[src/rtl/port_route_pkg.sv]
/*
 Shared constants and types for the port data multiplexer routing block:
 register offsets, field positions, reset values, source codes and carriers.
 Assumes a 32-bit register port with byte offsets on word boundaries.
*/
package port_route_pkg;

  // Register byte offsets
  localparam logic [7:0] OFF_ROUTE_CTRL = 8'h00;
  localparam logic [7:0] OFF_PORT_SEL   = 8'h04;
  localparam logic [7:0] OFF_PIN_DIR    = 8'h08;
  localparam logic [7:0] OFF_PIN_SRC    = 8'h0C;
  localparam logic [7:0] OFF_LANE_SRC   = 8'h10;
  localparam logic [7:0] OFF_PIN_STATUS = 8'h14;
  localparam logic [7:0] OFF_SW_STATUS  = 8'h18;

  // Control register fields
  localparam int CTRL_FLIP_BIT    = 0;
  localparam int CTRL_ANALOG_BIT  = 1;
  localparam int CTRL_SYS_HIZ_BIT = 2;
  localparam int CTRL_LSX_HIZ_BIT = 3;
  localparam int CTRL_W           = 4;
  localparam logic [3:0] CTRL_RST = 4'h0;

  // Port selection fields
  localparam int SEL_PRIMARY_LSB   = 0;
  localparam int SEL_SECONDARY_LSB = 4;
  localparam int SEL_SIDEBAND_LSB  = 8;
  localparam int SEL_W             = 12;
  localparam logic [11:0] SEL_RST  = 12'h000;

  // Crossbar pins
  localparam int XPIN_N       = 6;
  localparam int XPIN_SYS_IN  = 0;
  localparam int XPIN_SYS_OUT = 1;
  localparam int XPIN_P2R     = 2;
  localparam int XPIN_R2P     = 3;
  localparam int XPIN_GPIO1   = 4;
  localparam int XPIN_GPIO2   = 5;
  localparam int LANE_N       = 3;
  localparam int CODE_W       = 4;

  // Crossbar source codes: lanes 0..2, then pins 0..5
  localparam logic [3:0] XSRC_PIN_BASE = 4'h3;
  localparam logic [3:0] XSRC_LIMIT    = 4'h9;
  localparam logic [3:0] XSRC_NONE     = 4'hF;

  // Power-up bypass: system serial in copied to system serial out
  localparam logic [5:0]  PIN_DIR_RST   = 6'h02;
  localparam logic [23:0] PIN_SRC_RST   = 24'hFFFF3F;
  localparam logic [11:0] LANE_SRC_RST  = 12'hFFF;
  localparam logic [5:0]  XPIN_OE_N_RST = 6'h3D;

  // Synchronised input vector layout
  localparam int SYNC_N      = 10;
  localparam int SYNC_TOP_DM = 6;
  localparam int SYNC_BOT_DM = 7;
  localparam int SYNC_SB_A   = 8;
  localparam int SYNC_SB_B   = 9;

  typedef enum logic [3:0] {
    SRC_OFF,
    SRC_ROOT,
    SRC_ENDPOINT,
    SRC_SWD,
    SRC_DEBUG12,
    SRC_DEBUG34,
    SRC_AUX,
    SRC_LANE,
    SRC_LSX
  } pair_src_e;

  localparam int SRC_N = 9;

  typedef struct packed {
    logic o;
    logic oe_n;
  } pin_out_s;

  typedef struct packed {
    logic [8:0] sideband;
    logic [8:0] bottom;
    logic [8:0] top;
  } switch_ctrl_s;

endpackage : port_route_pkg
[src/rtl/pin_sync.sv]
/*
 Three-stage input synchroniser for one asynchronous pin.
 Assumes the pin is driven to a valid level; stages carry no reset so a
 pass-through fed by them keeps running while reset is held.
*/
`timescale 1ns/1ps
module pin_sync (
  input  wire logic core_clk,
  input  wire logic raw,
  output logic      clean
);

  logic stage1_q;
  logic stage2_q;
  logic stage3_q;

  always_ff @(posedge core_clk) begin
    stage1_q <= raw;
    stage2_q <= stage1_q;
    stage3_q <= stage2_q;
  end

  // Only accept a level once the last two stages agree
  always_ff @(posedge core_clk) begin
    if (stage2_q == stage3_q) begin
      clean <= stage3_q;
    end
  end

endmodule : pin_sync

[src/rtl/port_data_mux_routing.sv]
/*
 Routing control for the connector-side data multiplexer: pair and sideband
 path selection with orientation swap, and the digital serial crossbar.
 Assumes a single 10 MHz core clock, a synchronous active-high reset and a
 plain register port with read data one cycle after the read strobe.
*/
`timescale 1ns/1ps
// Function
// - Each multiplexer output is chosen from the cable orientation and the selected interface kind.
// - The top and bottom D+/D- pairs are exchanged when the cable is reversed.
// - Pair paths are a fixed set and a positive line only reaches D+, a negative line only D-.
// - The sideband crossbar swaps the two sideband pins as a pair when the plug is flipped.
// - Nominal sideband mapping puts clock and positive lines on pin A, data and negative on pin B, upright only.
// - Lane 0 serves the top pair, lane 1 the bottom pair, lane 2 the sideband pins with transmit on A upright, on B flipped.
// - Both serial paths and both general pins go through the crossbar and may feed any lane.
// - Each crossbar pin is set individually as crossbar input or output.
// - Every crossbar link and every path selection can be changed by firmware at run time.
// - After power-up the system serial output carries a buffered copy of the system serial input.
// - That pass-through stays active while reset is held.
// - Both serial paths are buffered and each has a tri-state release.
// - The port serial pair can act as a plain analog pass switch instead of a buffered path.
// - Core-side signals are sampled and driven by the core clock, which bounds their data rate.
// - High-speed pairs are not routed; only D+/D- pairs and sideband pins pass through.
module port_data_mux_routing
  import port_route_pkg::*;
(
  input  wire logic         core_clk,
  input  wire logic         reset,
  input  wire logic [7:0]   reg_addr,
  input  wire logic [31:0]  reg_wdata,
  input  wire logic         reg_wr,
  input  wire logic         reg_rd,
  output logic      [31:0]  reg_rdata,
  input  wire logic [5:0]   xbar_pin_i,
  output logic      [5:0]   xbar_pin_o,
  output logic      [5:0]   xbar_pin_oe_n,
  output pin_out_s          top_dplus_pin,
  input  wire logic         top_dminus_pin,
  output pin_out_s          bottom_dplus_pin,
  input  wire logic         bottom_dminus_pin,
  input  wire logic         sideband_pin_a_i,
  input  wire logic         sideband_pin_b_i,
  output pin_out_s          sideband_pin_a,
  output pin_out_s          sideband_pin_b,
  output switch_ctrl_s      mux_switches,
  output logic              sideband_swap,
  output logic              lsx_analog_pass
);

  logic [CTRL_W-1:0]          ctrl_q;
  logic [SEL_W-1:0]           port_sel_q;
  logic [XPIN_N-1:0]          pin_dir_q;
  logic [XPIN_N*CODE_W-1:0]   pin_src_q;
  logic [LANE_N*CODE_W-1:0]   lane_src_q;
  logic [SYNC_N-1:0]          sync_raw;
  logic [SYNC_N-1:0]          clean;
  logic [LANE_N-1:0]          lane_rx;
  logic [LANE_N-1:0]          lane_tx_q;
  logic [LANE_N-1:0]          lane_tx_d;
  logic [LANE_N-1:0]          lane_ok;
  logic [XPIN_N-1:0]          xpin_o_d;
  logic [XPIN_N-1:0]          xpin_en_d;
  logic                       flip;
  logic                       analog;
  logic                       lsx_digital;
  logic                       sb_tx;
  logic                       sb_drive;
  pair_src_e                  top_src;
  pair_src_e                  bottom_src;
  pair_src_e                  sb_src;
  switch_ctrl_s               switches_d;

  // Crossbar source pick: lanes first, then pins; anything else is idle low
  function automatic logic xsrc_bit(input logic [3:0] code, input logic [LANE_N-1:0] rx,
                                    input logic [XPIN_N-1:0] pins);
    logic [3:0] idx;
    idx = code - XSRC_PIN_BASE;
    if (code < XSRC_PIN_BASE) begin
      xsrc_bit = rx[code[1:0]];
    end else if (code < XSRC_LIMIT) begin
      xsrc_bit = pins[idx[2:0]];
    end else begin
      xsrc_bit = 1'b0;
    end
  endfunction : xsrc_bit

  function automatic logic xsrc_ok(input logic [3:0] code);
    xsrc_ok = (code < XSRC_LIMIT);
  endfunction : xsrc_ok

  // D+/D- pairs only take pair sources, never the sideband serial pair
  function automatic pair_src_e legal_pair(input logic [3:0] code);
    if (code == SRC_LSX || code >= 4'(SRC_N)) begin
      legal_pair = SRC_OFF;
    end else begin
      legal_pair = pair_src_e'(code);
    end
  endfunction : legal_pair

  // Sideband carries no root port or endpoint pair
  function automatic pair_src_e legal_sideband(input logic [3:0] code);
    if (code == SRC_ROOT || code == SRC_ENDPOINT || code >= 4'(SRC_N)) begin
      legal_sideband = SRC_OFF;
    end else begin
      legal_sideband = pair_src_e'(code);
    end
  endfunction : legal_sideband

  // One closed switch per output group, off means all open
  function automatic logic [8:0] closure(input pair_src_e src);
    logic [8:0] one;
    one = 9'h001 << src;
    closure = one & 9'h1FE;
  endfunction : closure

  // Every pin the core touches is resampled on core_clk
  assign sync_raw = {sideband_pin_b_i, sideband_pin_a_i, bottom_dminus_pin, top_dminus_pin, xbar_pin_i};

  genvar g;
  generate
    for (g = 0; g < SYNC_N; g = g + 1) begin : g_sync
      pin_sync u_sync (
        .core_clk (core_clk),
        .raw      (sync_raw[g]),
        .clean    (clean[g])
      );
    end
  endgenerate

  // Firmware writes take effect on the next cycle
  always_ff @(posedge core_clk) begin
    if (reset) begin
      ctrl_q     <= CTRL_RST;
      port_sel_q <= SEL_RST;
      pin_dir_q  <= PIN_DIR_RST;
      pin_src_q  <= PIN_SRC_RST;
      lane_src_q <= LANE_SRC_RST;
    end else if (reg_wr) begin
      case (reg_addr)
        OFF_ROUTE_CTRL: ctrl_q     <= reg_wdata[CTRL_W-1:0];
        OFF_PORT_SEL:   port_sel_q <= reg_wdata[SEL_W-1:0];
        OFF_PIN_DIR:    pin_dir_q  <= reg_wdata[XPIN_N-1:0];
        OFF_PIN_SRC:    pin_src_q  <= reg_wdata[XPIN_N*CODE_W-1:0];
        OFF_LANE_SRC:   lane_src_q <= reg_wdata[LANE_N*CODE_W-1:0];
        default: begin
        end
      endcase
    end
  end

  // One orientation bit feeds both swaps
  assign flip   = ctrl_q[CTRL_FLIP_BIT];
  assign analog = ctrl_q[CTRL_ANALOG_BIT];

  // Path choice from orientation plus interface kind
  always_comb begin
    // Primary pair lands on top upright, on bottom when reversed
    if (flip) begin
      top_src    = legal_pair(port_sel_q[SEL_SECONDARY_LSB +: 4]);
      bottom_src = legal_pair(port_sel_q[SEL_PRIMARY_LSB +: 4]);
    end else begin
      top_src    = legal_pair(port_sel_q[SEL_PRIMARY_LSB +: 4]);
      bottom_src = legal_pair(port_sel_q[SEL_SECONDARY_LSB +: 4]);
    end
    sb_src = legal_sideband(port_sel_q[SEL_SIDEBAND_LSB +: 4]);
  end

  // Analog pass leaves the serial pair to the switch, digital buffers off
  assign lsx_digital = (sb_src == SRC_LSX) && !analog;

  // Lane receive taps are fixed to their own port group
  always_comb begin
    lane_rx[0] = clean[SYNC_TOP_DM];
    lane_rx[1] = clean[SYNC_BOT_DM];
    // Receive moves to pin A when flipped
    lane_rx[2] = flip ? clean[SYNC_SB_A] : clean[SYNC_SB_B];
  end

  // Any pin may drive any lane
  generate
    for (g = 0; g < LANE_N; g = g + 1) begin : g_lane
      assign lane_tx_d[g] = xsrc_bit(lane_src_q[g*CODE_W +: CODE_W], lane_rx, clean[XPIN_N-1:0]);
      assign lane_ok[g]   = xsrc_ok(lane_src_q[g*CODE_W +: CODE_W]);
    end
  endgenerate

  always_comb begin
    for (int i = 0; i < XPIN_N; i++) begin
      xpin_o_d[i]  = xsrc_bit(pin_src_q[i*CODE_W +: CODE_W], lane_rx, clean[XPIN_N-1:0]);
      xpin_en_d[i] = pin_dir_q[i] && xsrc_ok(pin_src_q[i*CODE_W +: CODE_W]);
    end
    // The sideband serial route owns its two pins, so it overrides the crossbar
    if (sb_src == SRC_LSX) begin
      xpin_o_d[XPIN_P2R]  = lane_rx[2];
      xpin_en_d[XPIN_P2R] = lsx_digital;
      xpin_o_d[XPIN_R2P]  = 1'b0;
      xpin_en_d[XPIN_R2P] = 1'b0;
    end
    if (ctrl_q[CTRL_SYS_HIZ_BIT]) begin
      xpin_en_d[XPIN_SYS_IN]  = 1'b0;
      xpin_en_d[XPIN_SYS_OUT] = 1'b0;
    end
    if (ctrl_q[CTRL_LSX_HIZ_BIT]) begin
      xpin_en_d[XPIN_P2R] = 1'b0;
      xpin_en_d[XPIN_R2P] = 1'b0;
    end
  end

  // Reset values make the system serial output a copy of its input
  always_ff @(posedge core_clk) begin
    if (reset) begin
      xbar_pin_o    <= '0;
      // Bypass keeps running under reset, the syncs are not held
      xbar_pin_o[XPIN_SYS_OUT] <= clean[XPIN_SYS_IN];
      xbar_pin_oe_n <= XPIN_OE_N_RST;
    end else begin
      xbar_pin_o    <= xpin_o_d;
      xbar_pin_oe_n <= ~xpin_en_d;
    end
  end

  always_ff @(posedge core_clk) begin
    if (reset) begin
      lane_tx_q <= '0;
    end else begin
      lane_tx_q <= lane_tx_d;
    end
  end

  // Sideband digital transmit: lane 2 or the buffered serial pair
  always_comb begin
    sb_tx    = 1'b0;
    sb_drive = 1'b0;
    if (sb_src == SRC_LANE) begin
      sb_tx    = lane_tx_q[2];
      sb_drive = lane_ok[2];
    end else if (lsx_digital) begin
      sb_tx    = clean[XPIN_R2P];
      sb_drive = !ctrl_q[CTRL_LSX_HIZ_BIT];
    end
  end

  always_ff @(posedge core_clk) begin
    if (reset) begin
      top_dplus_pin    <= '{o: 1'b0, oe_n: 1'b1};
      bottom_dplus_pin <= '{o: 1'b0, oe_n: 1'b1};
      sideband_pin_a   <= '{o: 1'b0, oe_n: 1'b1};
      sideband_pin_b   <= '{o: 1'b0, oe_n: 1'b1};
    end else begin
      // Lane 0 on top D+, lane 1 on bottom D+
      top_dplus_pin.o       <= lane_tx_q[0];
      top_dplus_pin.oe_n    <= !(top_src == SRC_LANE && lane_ok[0]);
      bottom_dplus_pin.o    <= lane_tx_q[1];
      bottom_dplus_pin.oe_n <= !(bottom_src == SRC_LANE && lane_ok[1]);
      // Transmit on A upright, on B flipped
      sideband_pin_a.o      <= sb_tx;
      sideband_pin_a.oe_n   <= !(sb_drive && !flip);
      sideband_pin_b.o      <= sb_tx;
      sideband_pin_b.oe_n   <= !(sb_drive && flip);
    end
  end

  // Only the D+/D- and sideband groups exist; no high-speed closures
  always_comb begin
    switches_d.top      = closure(top_src);
    switches_d.bottom   = closure(bottom_src);
    switches_d.sideband = closure(sb_src);
  end

  always_ff @(posedge core_clk) begin
    if (reset) begin
      mux_switches    <= '0;
      sideband_swap   <= 1'b0;
      lsx_analog_pass <= 1'b0;
    end else begin
      mux_switches    <= switches_d;
      // Same bit reaches the sideband crossbar
      sideband_swap   <= flip;
      // Analog pass only when the serial pair is the sideband source
      lsx_analog_pass <= (sb_src == SRC_LSX) && analog;
    end
  end

  // Read data stands one cycle after the strobe, zero otherwise
  always_ff @(posedge core_clk) begin
    if (reset) begin
      reg_rdata <= '0;
    end else if (reg_rd) begin
      case (reg_addr)
        OFF_ROUTE_CTRL: reg_rdata <= 32'(ctrl_q);
        OFF_PORT_SEL:   reg_rdata <= 32'(port_sel_q);
        OFF_PIN_DIR:    reg_rdata <= 32'(pin_dir_q);
        OFF_PIN_SRC:    reg_rdata <= 32'(pin_src_q);
        OFF_LANE_SRC:   reg_rdata <= 32'(lane_src_q);
        OFF_PIN_STATUS: reg_rdata <= {12'h000, lane_tx_q, flip, 6'h00, clean};
        OFF_SW_STATUS:  reg_rdata <= 32'(mux_switches);
        default:        reg_rdata <= 32'h00000000;
      endcase
    end else begin
      reg_rdata <= '0;
    end
  end

endmodule : port_data_mux_routing

[config.mk]
export PLATFORM = sky130hd
export DESIGN_NAME = port_data_mux_routing
export DESIGN_NICKNAME = d
export VERILOG_FILES = /design/src/rtl/port_route_pkg.sv /design/src/rtl/pin_sync.sv /design/src/rtl/port_data_mux_routing.sv
export SDC_FILE = /design/constraint.sdc
export NUM_CORES = 1
export LEC_CHECK = 0
export BUFFER_PORTS_ARGS = -buffer_cell sky130_fd_sc_hd__buf_2
export CORE_MARGIN = 8
export CORE_UTILIZATION = 47
export CTS_CLUSTER_SIZE = 20
export DETAILED_ROUTE_END_ITERATION = 8
export PLACE_DENSITY = 0.69
export REMOVE_ABC_BUFFERS = 1
export SLEW_MARGIN = 20
export SYNTH_ARGS = -nofsm -noshare
export SYNTH_HDL_FRONTEND = slang
export SYNTH_SLANG_ARGS = --single-unit
[constraint.sdc]
create_clock -name core_clk -period 2.4 [get_ports core_clk]
set_clock_uncertainty 0.05 [all_clocks]
set_input_delay 0.6 -clock core_clk [delete_from_list [all_inputs] [get_ports core_clk]]
set_output_delay 0.6 -clock core_clk [all_outputs]
set_load 0.005 [all_outputs]
==> impl_metrics.yaml <==
logic_synthesis:
  syn_area_sq_mm: 0.00745
  async_reset_ff_share_pct: 0
  yosys.cell_count.top_type: "dfxtp_1"
  synthTopCellsByArea: "dfxtp_1 44%, mux2i_1 5.6%, nand2_1 4.8%, edfxtp_1 4.0%, nor2_1 4.0%"
  synth_top_cell_by_area: "dfxtp_1"
  yosysUniqueCellTypes: 52
  synth_top_area_share_pct: 43.8
  synth_edf_count: 10
  ys_ff_latch: 173
  avgSynthCellArea_sq_um: 9.34
  syn_inst: 797
  synthTopCellsByCount: "163 x dfxtp_1, 96 x nand2_1, 79 x nor2_1"
  synth_ff_type: "dfxtp_1"
  synth-warning-count: 0
  ys_seq_area_share_pct: 47.8
cts:
  numCtsBuffers: 17
  h-tree-depth: 4
  post_cts_buffers: 0
  worstSkewPairLatency_ps: 430
  clockBufferDepth: 2
  cts_tree: "yes"
  cts_root_buf: "clkbuf_16"
  clock_sinks: 173
  hold_buffers: 0
  clk_pin_slew_worst_paths_ps: 70
  cts_resized: 0
floorplanning:
  initial_core_util_pct: 47.4
  row_count: 46
  die_h_um: 142
  die_x_um: 142
  num_io_pins: 135
  design.core.area_sq_mm: 0.0157
  die_area_sq_mm: 0.0201
sta:
  hold_viol_final: 0
  min_period_ps: 2240
  rsz0062_at_grt: "no"
  drv_slew: 0
  layout_setup_ws_ps: 158
  fin_crit_sh_pct: 93.4
  max_slew_margin_pct: 57.0
  tns_ps: 0
  fmax_mhz: 446
  setup_viol: 0
  worstMarginPinSlew_ps: 636
layout:
  n_antenna_cell: 0
  nNetsFinal: 999
  drive_gt1_share_pct: 22.4
  final_core_util_pct: 57.0
  area_delta_synth_final_pct: 20.4
  instances_no_fill: 1156
status:
  outcome: "finished clean"
drt:
  wl_mm: 21.1
  drc: 0
  dr.max_layer_used: "met4"
  vias_per_cell: 5.52
  drt-pass1-iter-count: 5
  met2_wirelength_mm: 9.75
  drt-initial-drc-count: 588
  wl_met3_mm: 1.76
  dr_total_vias: 6379
  drt.antenna.violating_nets: 0
  wire_per_inst_um: 18.3
  wl_met1_mm: 9.15
hold_path:
  worstHoldPathType: "in2reg"
placement:
  port-buffer-count: 118
  gp_congestion: 0.921
  dpl.cell_count: 1124
  dpl.hpwl_mm: 15.6
  dp_slack_ps: 153
global_route:
  gr-usage-all-layers_pct: 21.1
  grt_overflow_total: 0
  grt_pass1_wl_mm: 32.9
  grt_max_degree: 31
  grt_pass1_vias: 6077
  antenna_found_initial: 0
setup_path:
  crit_path_max_fanout: 7
  worstPathRequired_ps: 2670
  cp-end-kind: "flop"
  arrival_ps: 2520
  crit_path_start_kind: "flop"
  crit_type: "reg2reg"
pwr:
  power_mw: 6.03
  p_per_area_mw_per_mm2: 673
  p_leak_nw: 3.97
  irDropWorstVdd_mv: 0.622
run:
  drv_cap: 0
path summary, 6_finish.rpt:
check | slack, ps | cells past startpoint | startpoint | end
setup / recovery | 160 | 6 | pin_src_q[4] | xbar_pin_o[1]
hold / removal | 210 | 1 | sideband_pin_b_i | g_sync[9].u_sync.stage1_q
setup reg to reg | 160 | 6 | pin_src_q[4] | xbar_pin_o[1]
hold reg to reg | 270 | 0 | g_sync[8].u_sync.stage1_q | g_sync[8].u_sync.stage2_q
sequential cells by signal, summed over array words and instances, names as in the netlist:
signal and flops:
sideband_pin_b 2, reg_rdata 27, lane_src_q 12, lane_tx_q 3
sideband_pin_a 1, lsx_analog_pass 1, port_sel_q 12, pin_dir_q 6
xbar_pin_oe_n 6, g_sync.u_sync.stage2_q 10, sideband_swap 1, top_dplus_pin 2
g_sync.u_sync.stage3_q 10, bottom_dplus_pin 2, g_sync.u_sync.clean 10, ctrl_q 4
mux_switches 24, g_sync.u_sync.stage1_q 10, xbar_pin_o 6, pin_src_q 24
layout by cell type (no fill, tap or decap), types with 17 or more instances in the layout:
cell type	instances
dfxtp_1	163
buf_2	118
nand2_1	96
nor2_1	79
mux2i_1	42
buf_4	38
inv_1	30
a21oi_1	30
nand3b_1	29
o21ai_0	25
a22oi_1	25
ha_1	18
clkbuf_16	17
area by class of cell:
cell class / count / area, sq um
Inverter: 30 / 113
Fill cell: 1425 / 6750
Clock inverter: 14 / 149
Multi-Input combinational cell: 548 / 3540
Tap cell: 216 / 270
Timing Repair Buffer: 157 / 896
Clock buffer: 18 / 429
Sequential cell: 173 / 3560
per-layer routing:
layer / track usage (%) / up-vias
met1: 26.8 / 3022
met3: 5.44 / 33
met2: 33.8 / 267
met4: 7.97 / 0
li1: - / 3057
met5: 0 / -
per-stage QoR:
stage | hold WS, ps | area, sq um
after global routing | 193 | 8960
after floorplan | 260 | 7210
after global placement | 260 | 8390
after CTS | 199 | 8960
after detailed placement | 264 | 8390
final | 211 | 8960
cells by family after synthesis:
| kind of cell | after synthesis | share of synthesized area (%) |
|---|---|---|
| flops | 173 | 47.8 |
| mux | 57 | 8.82 |
| other cells | 1 | 0.0504 |
| simple gates | 299 | 20.1 |
| compound gates | 152 | 13.8 |
| fa+ha+maj | 18 | 3.02 |
| buf+inv | 87 | 5.21 |
| xor+xnor | 10 | 1.18 |
worst max-delay path: stages, from the launching register on:
cell      delay [ps]
dfxtp_1          500
inv_1            100
ha_1             350
mux4_2           530
o21ai_0          160
a211oi_1          90
o32a_1           350
where the power goes:
part | leakage (nW) | internal, mW | switching, mW
Combinational | 2.26 | 0.139 | 0.177
Sequential | 1.43 | 2.95 | 0.0512
Clock | 0.282 | 1.47 | 1.25
No activity file was read; power rests on OpenSTA's default activity.
